`config.mk`:
```
export PLATFORM = sky130hd
export DESIGN_NAME = bmh_ctrl
export DESIGN_NICKNAME = d
export VERILOG_FILES = /design/src/bmh_pkg.sv /design/src/bmh_filter.sv /design/src/bmh_leg.sv /design/src/bmh_ctrl.sv
export VERILOG_INCLUDE_DIRS = /design/src /design/src/src
export SDC_FILE = /design/constraint.sdc
export NUM_CORES = 1
export LEC_CHECK = 0
export ABC_AREA = 1
export BUFFER_PORTS_ARGS = -buffer_cell sky130_fd_sc_hd__buf_2
export CORE_MARGIN = 2
export CORE_UTILIZATION = 29
export CTS_CLUSTER_DIAMETER = 100
export DETAILED_ROUTE_END_ITERATION = 10
export PLACE_DENSITY = 0.4
export REMOVE_ABC_BUFFERS = 1
export SLEW_MARGIN = 0
export SYNTH_ARGS = -nofsm -noshare
export SYNTH_HDL_FRONTEND = slang
export SYNTH_HIERARCHICAL = 1
export SYNTH_SLANG_ARGS = --single-unit
```
`constraint.sdc`:
```
create_clock -name sys_clk_i -period 2.6 [get_ports sys_clk_i]
set_input_delay 0.26 -clock sys_clk_i [delete_from_list [all_inputs] [get_ports sys_clk_i]]
set_output_delay 0.26 -clock sys_clk_i [all_outputs]
set_load 0.05 [all_outputs]
```
`src/bmh_params.svh`:
```
`ifndef BMH_PARAMS_SVH
`define BMH_PARAMS_SVH
// ----------------------------------------
// Timing figures in their own units
// ----------------------------------------
`define BMH_CLK_MHZ 25
`define BMH_DEAD_NS 200
`define BMH_CHOP_OFF_US 25
`define BMH_CHOP_BLANK_US 2
`define BMH_DEGLITCH_NS 600
`define BMH_SLEEP_US 1000
`define BMH_WAKE_FILT_US 5
`define BMH_WAKE_DELAY_US 23
`define BMH_UV_DEGLITCH_US 10
`define BMH_OC_DEGLITCH_NS 1500
`define BMH_OC_RETRY_US 3000
// ----------------------------------------
// Cycle counts derived from the 25 MHz clock
// ----------------------------------------
`define BMH_DEAD_CYC ((`BMH_DEAD_NS * `BMH_CLK_MHZ + 999) / 1000)
`define BMH_CHOP_OFF_CYC (`BMH_CHOP_OFF_US * `BMH_CLK_MHZ)
`define BMH_CHOP_BLANK_CYC (`BMH_CHOP_BLANK_US * `BMH_CLK_MHZ)
`define BMH_DEGLITCH_CYC ((`BMH_DEGLITCH_NS * `BMH_CLK_MHZ + 999) / 1000)
`define BMH_SLEEP_CYC (`BMH_SLEEP_US * `BMH_CLK_MHZ)
`define BMH_WAKE_FILT_CYC (`BMH_WAKE_FILT_US * `BMH_CLK_MHZ)
`define BMH_WAKE_DELAY_CYC (`BMH_WAKE_DELAY_US * `BMH_CLK_MHZ)
`define BMH_UV_DEGLITCH_CYC (`BMH_UV_DEGLITCH_US * `BMH_CLK_MHZ)
`define BMH_OC_DEGLITCH_CYC ((`BMH_OC_DEGLITCH_NS * `BMH_CLK_MHZ + 999) / 1000)
`define BMH_OC_RETRY_CYC (`BMH_OC_RETRY_US * `BMH_CLK_MHZ)
`endif

```
`src/bmh_pkg.sv`:
```
package bmh_pkg;
  // Main operating states, one-hot
  typedef enum logic [4:0] {
    BMH_SLEEP = 5'h01,
    BMH_WAKE  = 5'h02,
    BMH_RUN   = 5'h04,
    BMH_CHOP  = 5'h08,
    BMH_FAULT = 5'h10
  } bmh_state_t;
  // Requested leg level: low, high or floating
  typedef enum logic [2:0] {
    BMH_LEG_OFF  = 3'h1,
    BMH_LEG_LOW  = 3'h2,
    BMH_LEG_HIGH = 3'h4
  } bmh_leg_t;
endpackage

```
`src/bmh_filter.sv`:
```
`timescale 1ns/1ps
// Persistence filter: out rises after in held high for COUNT cycles,
// falls at once when in drops. Output comes from a flip-flop.
module bmh_filter #(
  parameter int COUNT = 10
) (
  input wire logic sys_clk_i,
  input wire logic reset_i,
  input wire logic level_i,
  output logic held_o
);
  localparam int W = $clog2(COUNT + 1);
  typedef struct packed {
    logic [W-1:0] cnt;
    logic held;
  } bmh_filt_st_t;
  bmh_filt_st_t st, next_st;

  // ----------------------------------------
  // Count while high
  // ----------------------------------------
  always_comb begin
    next_st = st;
    if (!level_i) begin
      next_st.cnt = '0;
      next_st.held = 1'b0;
    end else if (st.cnt >= W'(COUNT - 1)) begin
      next_st.held = 1'b1;
    end else begin
      next_st.cnt = st.cnt + W'(1);
    end
  end

  always_ff @(posedge sys_clk_i or posedge reset_i) begin
    if (reset_i) begin
      st <= '0;
    end else begin
      st <= next_st;
    end
  end
  assign held_o = st.held;
endmodule // bmh_filter

```
`src/bmh_leg.sv`:
```
`timescale 1ns/1ps
// One half-bridge leg with break-before-make dead time. A change of
// side first turns both switches off, then waits DEAD cycles.
module bmh_leg #(
  parameter int DEAD = 5
) (
  input wire logic sys_clk_i,
  input wire logic reset_i,
  input wire bmh_pkg::bmh_leg_t req_i,
  output logic hs_on_o,
  output logic ls_on_o
);
  localparam int W = $clog2(DEAD + 1);
  typedef struct packed {
    logic [W-1:0] cnt;
    logic hs;
    logic ls;
  } bmh_leg_st_t;
  bmh_leg_st_t st, next_st;

  // ----------------------------------------
  // Dead-time sequencing
  // ----------------------------------------
  always_comb begin
    logic want_hs;
    logic want_ls;
    want_hs = (req_i == bmh_pkg::BMH_LEG_HIGH);
    want_ls = (req_i == bmh_pkg::BMH_LEG_LOW);
    next_st = st;
    if (st.cnt != '0) begin
      next_st.cnt = st.cnt - W'(1);
    end
    if ((st.hs && !want_hs) || (st.ls && !want_ls)) begin
      // Turn off immediately; opposite side waits the dead time
      next_st.hs = 1'b0;
      next_st.ls = 1'b0;
      next_st.cnt = W'(DEAD);
    end else if (st.cnt == '0 && !st.hs && !st.ls) begin
      next_st.hs = want_hs;
      next_st.ls = want_ls;
    end
  end

  always_ff @(posedge sys_clk_i or posedge reset_i) begin
    if (reset_i) begin
      st <= '0;
    end else begin
      st <= next_st;
    end
  end
  assign hs_on_o = st.hs;
  assign ls_on_o = st.ls;
endmodule // bmh_leg

```
`src/bmh_ctrl.sv`:
```
`timescale 1ns/1ps
`include "bmh_params.svh"
module bmh_ctrl #(
  parameter int SLEEP_CYC = `BMH_SLEEP_CYC,
  parameter int RETRY_CYC = `BMH_OC_RETRY_CYC
) (
  input wire logic sys_clk_i,
  input wire logic reset_i,
  input wire logic dir_input_a_i,
  input wire logic dir_input_b_i,
  input wire logic current_trip_i,
  input wire logic overcurrent_i,
  input wire logic undervoltage_i,
  input wire logic overtemp_i,
  output logic bridge_a_hs_o,
  output logic bridge_a_ls_o,
  output logic bridge_b_hs_o,
  output logic bridge_b_ls_o,
  output logic asleep_o,
  output logic fault_flag_n_o,
  output logic fault_flag_n_oe_o
);
  // Timer width: wide enough for the 3 ms retry count at 25 MHz (75000);
  // a longer retry or a faster clock needs it widened.
  localparam int TW = 17;

  // ----------------------------------------
  // Input synchronisers
  // ----------------------------------------
  // Every pin and comparator result is asynchronous to the clock. Two
  // flops per bit keep metastability out of the counters. The price is
  // two cycles (80 ns) of extra latency on every reaction. That is small
  // against the shortest figure that matters, the 200 ns dead time.
  // The six bits are synchronised independently, so a change on both
  // direction pins at once may be seen one cycle apart. The blanking
  // restart on any input change absorbs that skew.
  logic [5:0] sync1;
  logic [5:0] sync2;
  always_ff @(posedge sys_clk_i or posedge reset_i) begin
    if (reset_i) begin
      sync1 <= '0;
      sync2 <= '0;
    end else begin
      sync1 <= {overtemp_i, undervoltage_i, overcurrent_i, current_trip_i,
                dir_input_b_i, dir_input_a_i};
      sync2 <= sync1;
    end
  end
  logic in_a, in_b, trip_raw, oc_raw, uv_raw, ot_raw;
  assign {ot_raw, uv_raw, oc_raw, trip_raw, in_b, in_a} = sync2;

  // ----------------------------------------
  // Persistence filters
  // ----------------------------------------
  // Each filter needs its input high on every clock for the full count and
  // drops at once, so a single low sample restarts the deglitch. Counts are
  // rounded up to whole cycles, so nothing is ever accepted early.
  // The wake filter looks at either input, so a burst on one pin alone
  // still wakes the bridge once one high phase lasts the full filter time.
  logic trip_ok, oc_held, uv_held, wake_held;
  bmh_filter #(.COUNT(`BMH_DEGLITCH_CYC)) u_trip_filt (
    .sys_clk_i(sys_clk_i),
    .reset_i(reset_i),
    .level_i(trip_raw),
    .held_o(trip_ok)
  );
  bmh_filter #(.COUNT(`BMH_OC_DEGLITCH_CYC)) u_oc_filt (
    .sys_clk_i(sys_clk_i),
    .reset_i(reset_i),
    .level_i(oc_raw),
    .held_o(oc_held)
  );
  bmh_filter #(.COUNT(`BMH_UV_DEGLITCH_CYC)) u_uv_filt (
    .sys_clk_i(sys_clk_i),
    .reset_i(reset_i),
    .level_i(uv_raw),
    .held_o(uv_held)
  );
  bmh_filter #(.COUNT(`BMH_WAKE_FILT_CYC)) u_wake_filt (
    .sys_clk_i(sys_clk_i),
    .reset_i(reset_i),
    .level_i(in_a | in_b),
    .held_o(wake_held)
  );

  // ----------------------------------------
  // Decoding helpers
  // ----------------------------------------
  // Both direction inputs low: fast decay request and sleep countdown
  function automatic logic bmh_idle(input logic a, input logic b);
    return !a && !b;
  endfunction

  // Exactly one input high: the only drive that chopping regulates, since
  // brake and fast decay already let the current fall
  function automatic logic bmh_single(input logic a, input logic b);
    return a ^ b;
  endfunction

  // ----------------------------------------
  // Controller state
  // ----------------------------------------
  typedef struct packed {
    bmh_pkg::bmh_state_t state;
    logic [TW-1:0] tmr;       // Wake, chop-off and blanking timer
    logic [TW-1:0] idle_cnt;  // Counts both-inputs-low time
    logic [TW-1:0] retry_cnt; // Overcurrent retry wait
    logic oc_lock;            // Overcurrent shutdown in progress
    logic [1:0] last_in;      // For blanking on input change
    logic flag_low;           // Registered open-drain enable
    logic asleep;             // Registered copy of the sleep state
  } bmh_ctrl_st_t;
  bmh_ctrl_st_t st, next_st;

  // Fault summary is combinational so the run-state leg requests drop in the same
  // cycle that the fault is seen; the legs still register it before the
  // pins, so the outputs stay glitch-free.
  logic fault_now;
  bmh_pkg::bmh_leg_t req_a, req_b;

  // ----------------------------------------
  // Next-state logic
  // ----------------------------------------
  always_comb begin
    next_st = st;
    // The tmr field only counts down and the state decides what a zero means, so
    // one timer serves the wake delay, the chop off time and blanking.
    // Previous inputs, kept to restart blanking on any change
    next_st.last_in = {in_b, in_a};
    // Overcurrent lock with fixed retry; a fresh trip after retry relocks.
    // The filter output stays high while the comparator does, so a short
    // that is still present relocks on the first cycle after the retry,
    // before the legs can switch back on.
    if (st.oc_lock) begin
      if (st.retry_cnt >= TW'(RETRY_CYC - 1)) begin
        next_st.oc_lock = 1'b0;
        next_st.retry_cnt = '0;
      end else begin
        next_st.retry_cnt = st.retry_cnt + TW'(1);
      end
    end else if (oc_held) begin
      next_st.oc_lock = 1'b1;
      next_st.retry_cnt = '0;
    end
    fault_now = st.oc_lock || uv_held || ot_raw;
    next_st.flag_low = fault_now || (!st.oc_lock && oc_held);
    // Both-inputs-low timer for sleep entry; it saturates so a long idle
    // spell cannot wrap round and put off sleep
    if (!bmh_idle(in_a, in_b)) begin
      next_st.idle_cnt = '0;
    end else if (st.idle_cnt < TW'(SLEEP_CYC)) begin
      next_st.idle_cnt = st.idle_cnt + TW'(1);
    end
    if (st.tmr != '0) begin
      next_st.tmr = st.tmr - TW'(1);
    end
    unique case (st.state)
      // Only the wake filter leaves sleep; faults are flagged but wait
      bmh_pkg::BMH_SLEEP: begin
        if (wake_held) begin
          next_st.state = bmh_pkg::BMH_WAKE;
          next_st.tmr = TW'(`BMH_WAKE_DELAY_CYC);
        end
      end
      // Legs stay floating until the wake delay has run out
      bmh_pkg::BMH_WAKE: begin
        if (st.tmr == '0) begin
          next_st.state = bmh_pkg::BMH_RUN;
          next_st.tmr = TW'(`BMH_CHOP_BLANK_CYC);
        end
      end
      // Priority: fault, sleep entry, blanking restart, then chop
      bmh_pkg::BMH_RUN: begin
        if (fault_now) begin
          next_st.state = bmh_pkg::BMH_FAULT;
        end else if (st.idle_cnt >= TW'(SLEEP_CYC - 1) && bmh_idle(in_a, in_b)) begin
          next_st.state = bmh_pkg::BMH_SLEEP;
        end else if ({in_b, in_a} != st.last_in) begin
          next_st.tmr = TW'(`BMH_CHOP_BLANK_CYC);
        end else if (trip_ok && st.tmr == '0 && bmh_single(in_a, in_b)) begin
          next_st.state = bmh_pkg::BMH_CHOP;
          next_st.tmr = TW'(`BMH_CHOP_OFF_CYC);
        end
      end
      // Off time runs to its end even if the trip clears; inputs 00 end it
      bmh_pkg::BMH_CHOP: begin
        if (fault_now) begin
          next_st.state = bmh_pkg::BMH_FAULT;
        end else if (bmh_idle(in_a, in_b)) begin
          next_st.state = bmh_pkg::BMH_RUN;
          next_st.tmr = TW'(`BMH_CHOP_BLANK_CYC);
        end else if (st.tmr == '0) begin
          next_st.state = bmh_pkg::BMH_RUN;
          next_st.tmr = TW'(`BMH_CHOP_BLANK_CYC);
        end
      end
      // Recovery waits for every fault to clear, then blanks the inrush
      bmh_pkg::BMH_FAULT: begin
        if (!fault_now) begin
          next_st.state = bmh_pkg::BMH_RUN;
          next_st.tmr = TW'(`BMH_CHOP_BLANK_CYC);
        end
      end
      default: begin
        next_st.state = bmh_pkg::BMH_SLEEP;
      end
    endcase
    // Any fault forces the off state from every state except sleep
    if (fault_now && st.state != bmh_pkg::BMH_SLEEP) begin
      next_st.state = bmh_pkg::BMH_FAULT;
    end
    // Sleep output follows the state it will be in, so the pin and the
    // state register change on the same edge
    next_st.asleep = (next_st.state == bmh_pkg::BMH_SLEEP);
  end

  always_ff @(posedge sys_clk_i or posedge reset_i) begin
    if (reset_i) begin
      st <= '{state: bmh_pkg::BMH_SLEEP, tmr: '0, idle_cnt: '0,
              retry_cnt: '0, oc_lock: 1'b0, last_in: 2'h0, flag_low: 1'b0,
              asleep: 1'b1};
    end else begin
      st <= next_st;
    end
  end

  // ----------------------------------------
  // Leg requests from state and inputs
  // ----------------------------------------
  // Chop forces both low sides on whatever the inputs say; only a fault,
  // inputs 00 or the end of the off time leaves it. Sleep, wake delay and fault all
  // leave both legs floating, which is also the safe default below.
  always_comb begin
    req_a = bmh_pkg::BMH_LEG_OFF;
    req_b = bmh_pkg::BMH_LEG_OFF;
    if (st.state == bmh_pkg::BMH_CHOP) begin
      req_a = bmh_pkg::BMH_LEG_LOW;
      req_b = bmh_pkg::BMH_LEG_LOW;
    end else if (st.state == bmh_pkg::BMH_RUN && !fault_now) begin
      unique case ({in_a, in_b})
        2'h2: begin
          req_a = bmh_pkg::BMH_LEG_HIGH;
          req_b = bmh_pkg::BMH_LEG_LOW;
        end
        2'h1: begin
          req_a = bmh_pkg::BMH_LEG_LOW;
          req_b = bmh_pkg::BMH_LEG_HIGH;
        end
        2'h3: begin
          req_a = bmh_pkg::BMH_LEG_LOW;
          req_b = bmh_pkg::BMH_LEG_LOW;
        end
        2'h0: begin
          req_a = bmh_pkg::BMH_LEG_OFF;
          req_b = bmh_pkg::BMH_LEG_OFF;
        end
      endcase
    end
  end

  // ----------------------------------------
  // Half-bridges with dead time, registered outputs
  // ----------------------------------------
  // Each leg turns off at once and waits the dead time before the other
  // switch; going to float needs no wait. Rounding the dead time up to
  // whole cycles plus the settle cycle makes the gap six cycles, 240 ns.
  bmh_leg #(.DEAD(`BMH_DEAD_CYC)) u_leg_a (
    .sys_clk_i(sys_clk_i),
    .reset_i(reset_i),
    .req_i(req_a),
    .hs_on_o(bridge_a_hs_o),
    .ls_on_o(bridge_a_ls_o)
  );
  bmh_leg #(.DEAD(`BMH_DEAD_CYC)) u_leg_b (
    .sys_clk_i(sys_clk_i),
    .reset_i(reset_i),
    .req_i(req_b),
    .hs_on_o(bridge_b_hs_o),
    .ls_on_o(bridge_b_ls_o)
  );

  // ----------------------------------------
  // Status outputs
  // ----------------------------------------
  // Open-drain flag: only ever drives low; the pull-up outside makes the
  // high level, so the enable alone carries the fault state
  assign fault_flag_n_o = 1'b0;
  assign fault_flag_n_oe_o = st.flag_low;
  // Straight from a flop, never decoded, so it cannot glitch on a change
  assign asleep_o = st.asleep;
endmodule // bmh_ctrl

```
Word level (Yosys, flattened, before mapping)
Cells that the tools add are included.
{"block": "word_totals", "register_bits": 112, "inputBits": 8, "output_inout_bits": 7, "word_cells": 161}
{"block": "op_classes", "addsub": 9, "order_cmp": 7, "n_eq_ne": 24, "muxes": 49, "bitwise_logic": 2, "n_reduce_logical": 46}
{"operator": "two-way mux 17 bit", "count": 8}
{"operator": "two-way mux 22 bit", "count": 5}
{"operator": "case mux 17 bit (5 select lines)", "count": 1}
{"operator": "two-way mux 18 bit", "count": 2}
{"operator": "adder 17 x 1 -> 17 bit, second input constant", "count": 2}
{"operator": "two-way mux 5 bit", "count": 6}
{"operator": "case mux 5 bit (5 select lines)", "count": 1}
{"operator": "two-way mux 3 bit", "count": 8}
{"operator": "case mux 3 bit (3 select lines)", "count": 2}
{"operator": "greater-or-equal comparator 17 x 15 -> 1 bit, second input constant", "count": 1}
{"operator": "greater-or-equal comparator 17 bit, second input constant", "count": 1}
{"operator": "logical NOT 17 bit", "count": 1}
{"operator": "less-than comparator 17 x 15 -> 1 bit, second input constant", "count": 1}
{"operator": "nonzero test 17 bit", "count": 1}
{"operator": "subtractor 17 x 1 -> 17 bit, second input constant", "count": 1}
{"operator": "two-way mux 8 bit", "count": 2}
{"operator": "logical AND 1 bit", "count": 15}
{"operator": "two-way mux 7 bit", "count": 2}
{"operator": "logical NOT 1 bit", "count": 12}
{"operator": "equality test 5 x 1 -> 1 bit, second input constant", "count": 2}
{"operator": "!= test 2 bit, second input constant", "count": 5}
{"operator": "nonzero test 2 bit", "count": 5}
{"operator": "two-way mux 9 bit", "count": 1}
{"operator": "adder 8 x 1 -> 8 bit, second input constant", "count": 1}
{"operator": "other kinds (30)", "count": 51}

Depth between registers and ports, before layout
Gate-level depths: netlist (run 1).
{"block": "logic_depth", "word_depth": 11, "depth_mapped": 16}

Modules after synthesis
Netlist (run 1), hierarchy kept.
{"mod": "bmh_ctrl", "n_inst": 1, "cells_per_inst": 532, "area_per_inst_um2": 4216.5, "seq_area_each_um2": 1829.3}
{"mod": "bmh_leg", "n_inst": 2, "cells_per_inst": 42, "area_per_inst_um2": 291.5, "seq_area_each_um2": 125.1}
{"mod": "bmh_filter (u_uv_filt)", "n_inst": 1, "cells_per_inst": 68, "area_per_inst_um2": 555.5, "seq_area_each_um2": 225.2}
{"mod": "bmh_filter (u_oc_filt)", "n_inst": 1, "cells_per_inst": 57, "area_per_inst_um2": 485.5, "seq_area_each_um2": 175.2}
{"mod": "bmh_filter (u_wake_filt)", "n_inst": 1, "cells_per_inst": 56, "area_per_inst_um2": 436.7, "seq_area_each_um2": 200.2}
{"mod": "bmh_filter (u_trip_filt)", "n_inst": 1, "cells_per_inst": 35, "area_per_inst_um2": 272.8, "seq_area_each_um2": 125.1}

Least setup slack after synthesis (run 1)
No wires, ideal clock.
{"block": "synth_path", "path_kind": "register -> register", "startpoint": "register, netlist name st[39]", "endpoint": "register, netlist name st[39]", "setup_time_ns": 0.117, "arrival_time_ns": 1.853, "required_time_ns": 2.483, "path_slack_ns": 0.630, "stages_incl_launch_ff": 13, "path_buffers": 1, "cell_sequence": "dfrtp_1 inv_1 ha_1 inv_1 nor3_4 nand3_4 buf_6 ha_1 inv_1 o21ai_0 o2111ai_1 nor2_1 nor2_1"}

==> summary.md, run 1 <==
| Metric | Value |
|---|---|
| Via count | `5114` |
| First-pass detailed-route iteration total | `4` |
| CTS Sinks | `112` |
| Fmax | `0.461 GHz` |
| Mapped Avg Cell Area | `7.87 sq um` |
| Largest net degree at the start of global routing | `34` |
| Setup crit start kind | `flop` |
| Highest cell delay on the worst timing path | `380 ps` |
| Syn-to-layout area delta | `11.5%` |
| WP data required | `2850 ps` |
| Crit-path cells | `inv_1 > ha_1 > inv_1 > nor3_4 > nand3_4 > ha_1 > inv_1 > o21ai_0 > o2111ai_1 > nor2_1 > nor2_1` |
| Later-pin clock latency in the skew report | `350 ps` |
| Post-synth EDFFs | `0` |
| Row cnt | `54` |
| TritonCTS buffer count | `9` |
| DR WL/cell | `12.5 microns` |
| CP endpoint kind | `flop` |
| GPL Wtd Cong | `0.798` |
| Drt total wl | `14300 microns` |
| Via-to-Cell Ratio | `4.47` |
| Clk root buf | `clkbuf_16` |
| Vias in the first global route | `5113` |
| Post-CTS Resized | `0` |
| Final hold slack | `20.0 ps` |
| Max Cap Viol | `0` |
| Hold_buf cts | `6` |
| Initial antenna violation count | `0` |
| Post-synth ARST share | `1.00` |
| Synth Warn # | `6` |
| Die area | `23800 sq um` |
| Leakage power | `0.00354 uW` |
| Core region area | `22000 sq um` |
| Setup TNS | `0 ps` |
| GRT Resource Usage Total | `0.130` |
| Final Max Tran Viols | `0` |
| Clock transition at the registers of the reported paths | `80 ps` |
| WP buf/inv | `3` |
| DP Wirelength | `10700 microns` |
| Port Buffers | `13` |
| Crit-path leading delay family | `simple AND/OR/NAND/NOR gates` |
| Predominant post-synthesis flop cell | `dfrtp_1` |
| Antenna diode count | `0` |
| Pwr per Cell Area | `467 nW/um^2` |
| Post-route ant nets | `0` |
| Slew headroom | `0.562` |
| CTS tree | `built` |
| Share of cells above drive strength 1 | `0.117` |
| Final Cycle Share | `0.835` |
| Distinct cell type count after synthesis | `50` |
| Nets | `890` |
| Synth top area share | `0.420` |
| Final hold vios | `0` |
| Area contributors post-synth | `dfrtp_1 42%, nand2_1 9.7%, inv_1 7.2%` |
| First-pass GRT wire length | `25200 microns` |
| Filler Cell Count | `2363` |
| Die Y | `154 microns` |
| HP Class | `primary input to flop` |
| Slowest-stage cell, CP | `dfrtp_1` |
| Iteration-0 DRC Markers | `230` |
| IO Count | `15` |
| RSZ-0062 raised after global routing | `false` |
| Cell Area, Synth | `6550 sq um` |
| Seq cells post-synth | `112` |
| Global route total overflow | `0` |
| Synth area leader | `dfrtp_1` |
| Initial Utilization | `0.297` |
| CTS Buffer Depth | `2` |
| Sequential-to-total area share from yosys stat | `0.428` |
| Maximum vdd ir drop | `0.000284 V` |
| Outcome | `complete, no violations` |
| Cell count after synthesis | `832` |
| CP Max Fanout | `12` |
| DRC violations left | `0` |
| Top cell by count, worst path | `inv_1` |
| Final min period | `2170 ps` |
| H-tree depth | `3` |
| Postcts setup bufs | `0` |
| Worst-Margin Slew | `656 ps` |
| Critical path type | `flop to flop` |
| Worst Path Arrival | `2420 ps` |
| Setup Skew | `8.35 ps` |
| Final setup violation count | `0` |
| Chip Width | `154 microns` |
| Final core occ | `0.332` |
| Final Power | `3410 uW` |
==> path summary, 6_finish.rpt <==
kind,startpoint,to,slack (ps),cells past startpoint
max,st[39],st[39],430,11
min in group asynchronous,reset_i,u_leg_b/ls_on_o,470,3
min,overtemp_i,sync1[5],20,1
max reg2reg,st[39],st[39],430,11
max in group asynchronous,reset_i,asleep_o,1310,4
min reg2reg,sync1[0],sync2[0],350,0
==> cell usage after synthesis, types with 3 or more instances <==
| library cell | count |
|---|---|
| a21oi_1 | 35 |
| a31oi_1 | 3 |
| buf_2 | 4 |
| clkbuf_1 | 3 |
| dfrtp_1 | 110 |
| ha_1 | 24 |
| inv_1 | 125 |
| inv_2 | 4 |
| nand2_1 | 169 |
| nand2_2 | 9 |
| nand3_1 | 73 |
| nand3_2 | 5 |
| nand3_4 | 3 |
| nand4_1 | 24 |
| nor2_1 | 87 |
| nor2_2 | 20 |
| nor3_1 | 15 |
| nor4_1 | 4 |
| o21ai_0 | 38 |
| o21ai_1 | 4 |
| o21bai_1 | 4 |
| or2_2 | 3 |
| xnor2_1 | 9 |
| xor2_1 | 23 |
==> sequential cells by signal (all words and copies together), names as in the netlist, 3 cells and up <==
name            cells
u_leg_b/st          3
u_trip_filt/st      4
sync1               6
st                 59
u_uv_filt/st        8
u_leg_a/st          3
sync2               6
u_wake_filt/st      7
u_oc_filt/st        6
==> where the power goes <==
group / switching [uW] / internal, uW / total [uW]
Clock: 688 / 664 / 1350
Combinational: 139 / 76.3 / 215
Sequential: 59.1 / 1790 / 1840
Total: 886 / 2530 / 3410
==> final cells by class <==
type	count	area, sq um	area share
clock buffer	9	225	0.0308
clock inverter	7	56.3	0.00771
inverter	130	489	0.0670
multi-input combinational	577	3170	0.434
sequential	112	2810	0.384
tap	280	350	0.0480
timing repair buffer	28	205	0.0281
==> cell families (layout without fill, tap and decap cells) <==
| logic type | after synthesis | after routing | share of synthesized area |
|---|---|---|---|
| simple gates | 426 | 426 | 0.313 |
| fa+ha+maj | 24 | 24 | 0.0458 |
| buf+inv | 143 | 174 | 0.0873 |
| xor+xnor | 32 | 32 | 0.0428 |
| flops | 112 | 112 | 0.428 |
| other cells | 1 | 1 | 0.000573 |
| compound gates | 94 | 94 | 0.0818 |
==> per-stage QoR <==
stage / setup WS (ps) / instances / instance area [sq um]
2_1_floorplan: 384 / 819 / 6470
3_3_place_gp: 494 / 1121 / 6960
3_5_place_dp: 416 / 1121 / 6960
4_1_cts: 414 / 1143 / 7300
5_1_grt: 196 / 1143 / 7300
6_report: 430 / 1143 / 7300
==> cell usage in the layout, fill, tap and decap left out, types with 5 or more instances in the layout <==
master / n
nand2_1: 169
inv_1: 124
dfrtp_1: 110
nor2_1: 87
nand3_1: 73
o21ai_0: 38
a21oi_1: 35
nand4_1: 24
ha_1: 24
xor2_1: 23
nor2_2: 20
nor3_1: 15
buf_2: 13
nand2_2: 9
xnor2_1: 9
clkbuf_16: 9
buf_4: 8
dlygate4sd3_1: 6
nand3_2: 5
==> routing by layer <==
metal	vias to the layer above	track usage	wire, microns
met5	-	0	0
met4	0	0.0441	174
met3	11	0.0199	349
met2	47	0.206	6550
met1	2351	0.181	7210
li1	2705	-	-
(Power assumes the default switching activity.)
==> run 2, diff against run 1 <==
- PLACE_DENSITY: 0.4 -> 0.42
- clock period: 2.6 -> 1.9 ns (I/O delays scaled with it)
==> run 2 against run 1 <==
Total power grew 45%. Sequential share of layout area shrank 3.2 points. Flip-flop and latch count is the same. Final cell count grew 5.3%. Critical path type unchanged. Largest power group unchanged.
==> summary.md, run 2 (synthesized netlist as in run 1, its figures left out) <==
| Metric | Value |
|---|---|
| Crit-path cells | `inv_2 > ha_4 > inv_2 > nor3_4 > nand3_4 > nor3_4 > nand2_1 > nand2_1 > nand2_2 > a21oi_4 > buf_12 > nor2_2` |
| Outcome | `complete, no violations` |
| Chip Width | `154 microns` |
| Later-pin clock latency in the skew report | `350 ps` |
| Setup Skew | `8.21 ps` |
| Filler Cell Count | `2311` |
| DRC violations left | `0` |
| Worst Path Arrival | `2120 ps` |
| DR WL/cell | `11.8 microns` |
| CP Max Fanout | `8` |
| Post-Layout Cell Count | `1204` |
| Top Registers | `st (59), u_uv_filt/st (8), u_wake_filt/st (7)` |
| Register with the most flip-flops | `st` |
| Die Y | `154 microns` |
| Vias in the first global route | `5210` |
| Final core occ | `0.362` |
| Clk root buf | `clkbuf_16` |
| Final min period | `1880 ps` |
| Share of cells above drive strength 1 | `0.211` |
| CTS tree | `built` |
| GPL Wtd Cong | `0.808` |
| H-tree depth | `3` |
| IO Count | `15` |
| Setup TNS | `0 ps` |
| Iteration-0 DRC Markers | `254` |
| Port Buffers | `13` |
| Clock transition at the registers of the reported paths | `80 ps` |
| Via-to-Cell Ratio | `4.41` |
| Nets | `951` |
| Final Cycle Share | `0.987` |
| HP Class | `flop to flop` |
| WP data required | `2150 ps` |
| CTS Sinks | `112` |
| Final setup margin | `24.9 ps` |
| Largest net degree at the start of global routing | `45` |
| Max Cap Viol | `0` |
| Pre-CTS setup slack | `-61.7 ps` |
| GRT Resource Usage Total | `0.128` |
| Final hold vios | `0` |
| Final Max Tran Viols | `0` |
| Antenna diode count | `0` |
| DP Wirelength | `10700 microns` |
| Final hold slack | `350 ps` |
| Dpl cells | `1175` |
| Crit-path leading delay family | `simple AND/OR/NAND/NOR gates` |
| Final setup violation count | `0` |
| Syn-to-layout area delta | `21.8%` |
| Die area | `23800 sq um` |
| Slowest-stage cell, CP | `dfrtp_1` |
| Via count | `5314` |
| Max FFs per register | `59` |
| Highest cell delay on the worst timing path | `390 ps` |
| Commonest non-fill, non-tap cell in the layout | `nand2_1` |
| RSZ-0062 raised after global routing | `true` |
| Initial antenna violation count | `0` |
| Critical path type | `flop to flop` |
| Setup crit start kind | `flop` |
| Worst reg2reg setup slack | `20 ps` |
| WP buf/inv | `3` |
| Commonest non-fill, non-tap cells in the layout | `162 x nand2_1, 119 x inv_1, 109 x dfrtp_1, 78 x nor2_1, 70 x nand3_1` |
| Pwr per Cell Area | `621 nW/um^2` |
| Fmax | `0.533 GHz` |
| Leakage power | `0.00388 uW` |
| Maximum vdd ir drop | `0.000431 V` |
| Initial Utilization | `0.297` |
| CTS Buffer Depth | `2` |
| TritonCTS buffer count | `9` |
| CP endpoint kind | `flop` |
| Row cnt | `54` |
| First-pass detailed-route iteration total | `4` |
| Core region area | `22000 sq um` |
| Drt total wl | `14200 microns` |
| First-pass GRT wire length | `24800 microns` |
| Post-route ant nets | `0` |
| Global route total overflow | `0` |
[run 2: cell count changes in the layout (fill, tap and decap cells not counted), sizes merged]
cell,change
buf,+60
bufinv,+2
clkinv,-4
clkinvlp,+1
dlygate4sd3,+1
inv,+1
[run 2: worst paths after layout]
kind	startpoint	end	cells past startpoint
worst max-delay path	st[39]	st[49]	12
worst min-delay path	sync1[3]	sync2[3]	0
worst max register to register	st[39]	st[49]	12
worst min register to register	sync1[3]	sync2[3]	0
max in group asynchronous	reset_i	asleep_o	4
min in group asynchronous	reset_i	u_leg_b/ls_on_o	3
[run 2: final cells by class]
class	instances	area (sq um)	area share
Inverter	130	489	0.0613
Tap cell	280	350	0.0439
Multi-Input combinational cell	577	3320	0.416
Clock inverter	7	101	0.0127
Clock buffer	9	225	0.0282
Sequential cell	112	2810	0.352
Timing Repair Buffer	89	682	0.0855
[run 2: metal layers]
layer,track usage,vias up,part of all wire,wire (microns)
li1,-,2835,-,-
met1,0.179,2438,0.52,7350
met2,0.204,30,0.45,6420
met3,0.0154,11,0.016,230
met4,0.0467,0,0.014,206
met5,0,-,0,0
[run 2: what timing repair did]
action / in CTS / in global routing
buffers inserted: 2 / 4
hold buffers: 7 / 0
endpoints found under the setup margin: 10 / 34
endpoints found under the hold margin: 54 / 0
pin swaps: 3 / 17
resized for setup: 3 / 42
[run 2: per-stage QoR]
stage	power, uW	area [sq um]
after floorplan	2770	6470
after global placement	2880	7370
after detailed placement	2880	7370
after CTS	5060	7800
after global routing	5220	7980
final	4960	7980
[run 2: power breakdown]
| group | leakage [uW] | switching (uW) | internal, uW |
|---|---|---|---|
| registers | 0.00151 | 81.3 | 2440 |
| clock network | 0.000158 | 939 | 1170 |
| logic | 0.00222 | 199 | 119 |
| total | 0.00388 | 1220 | 3740 |
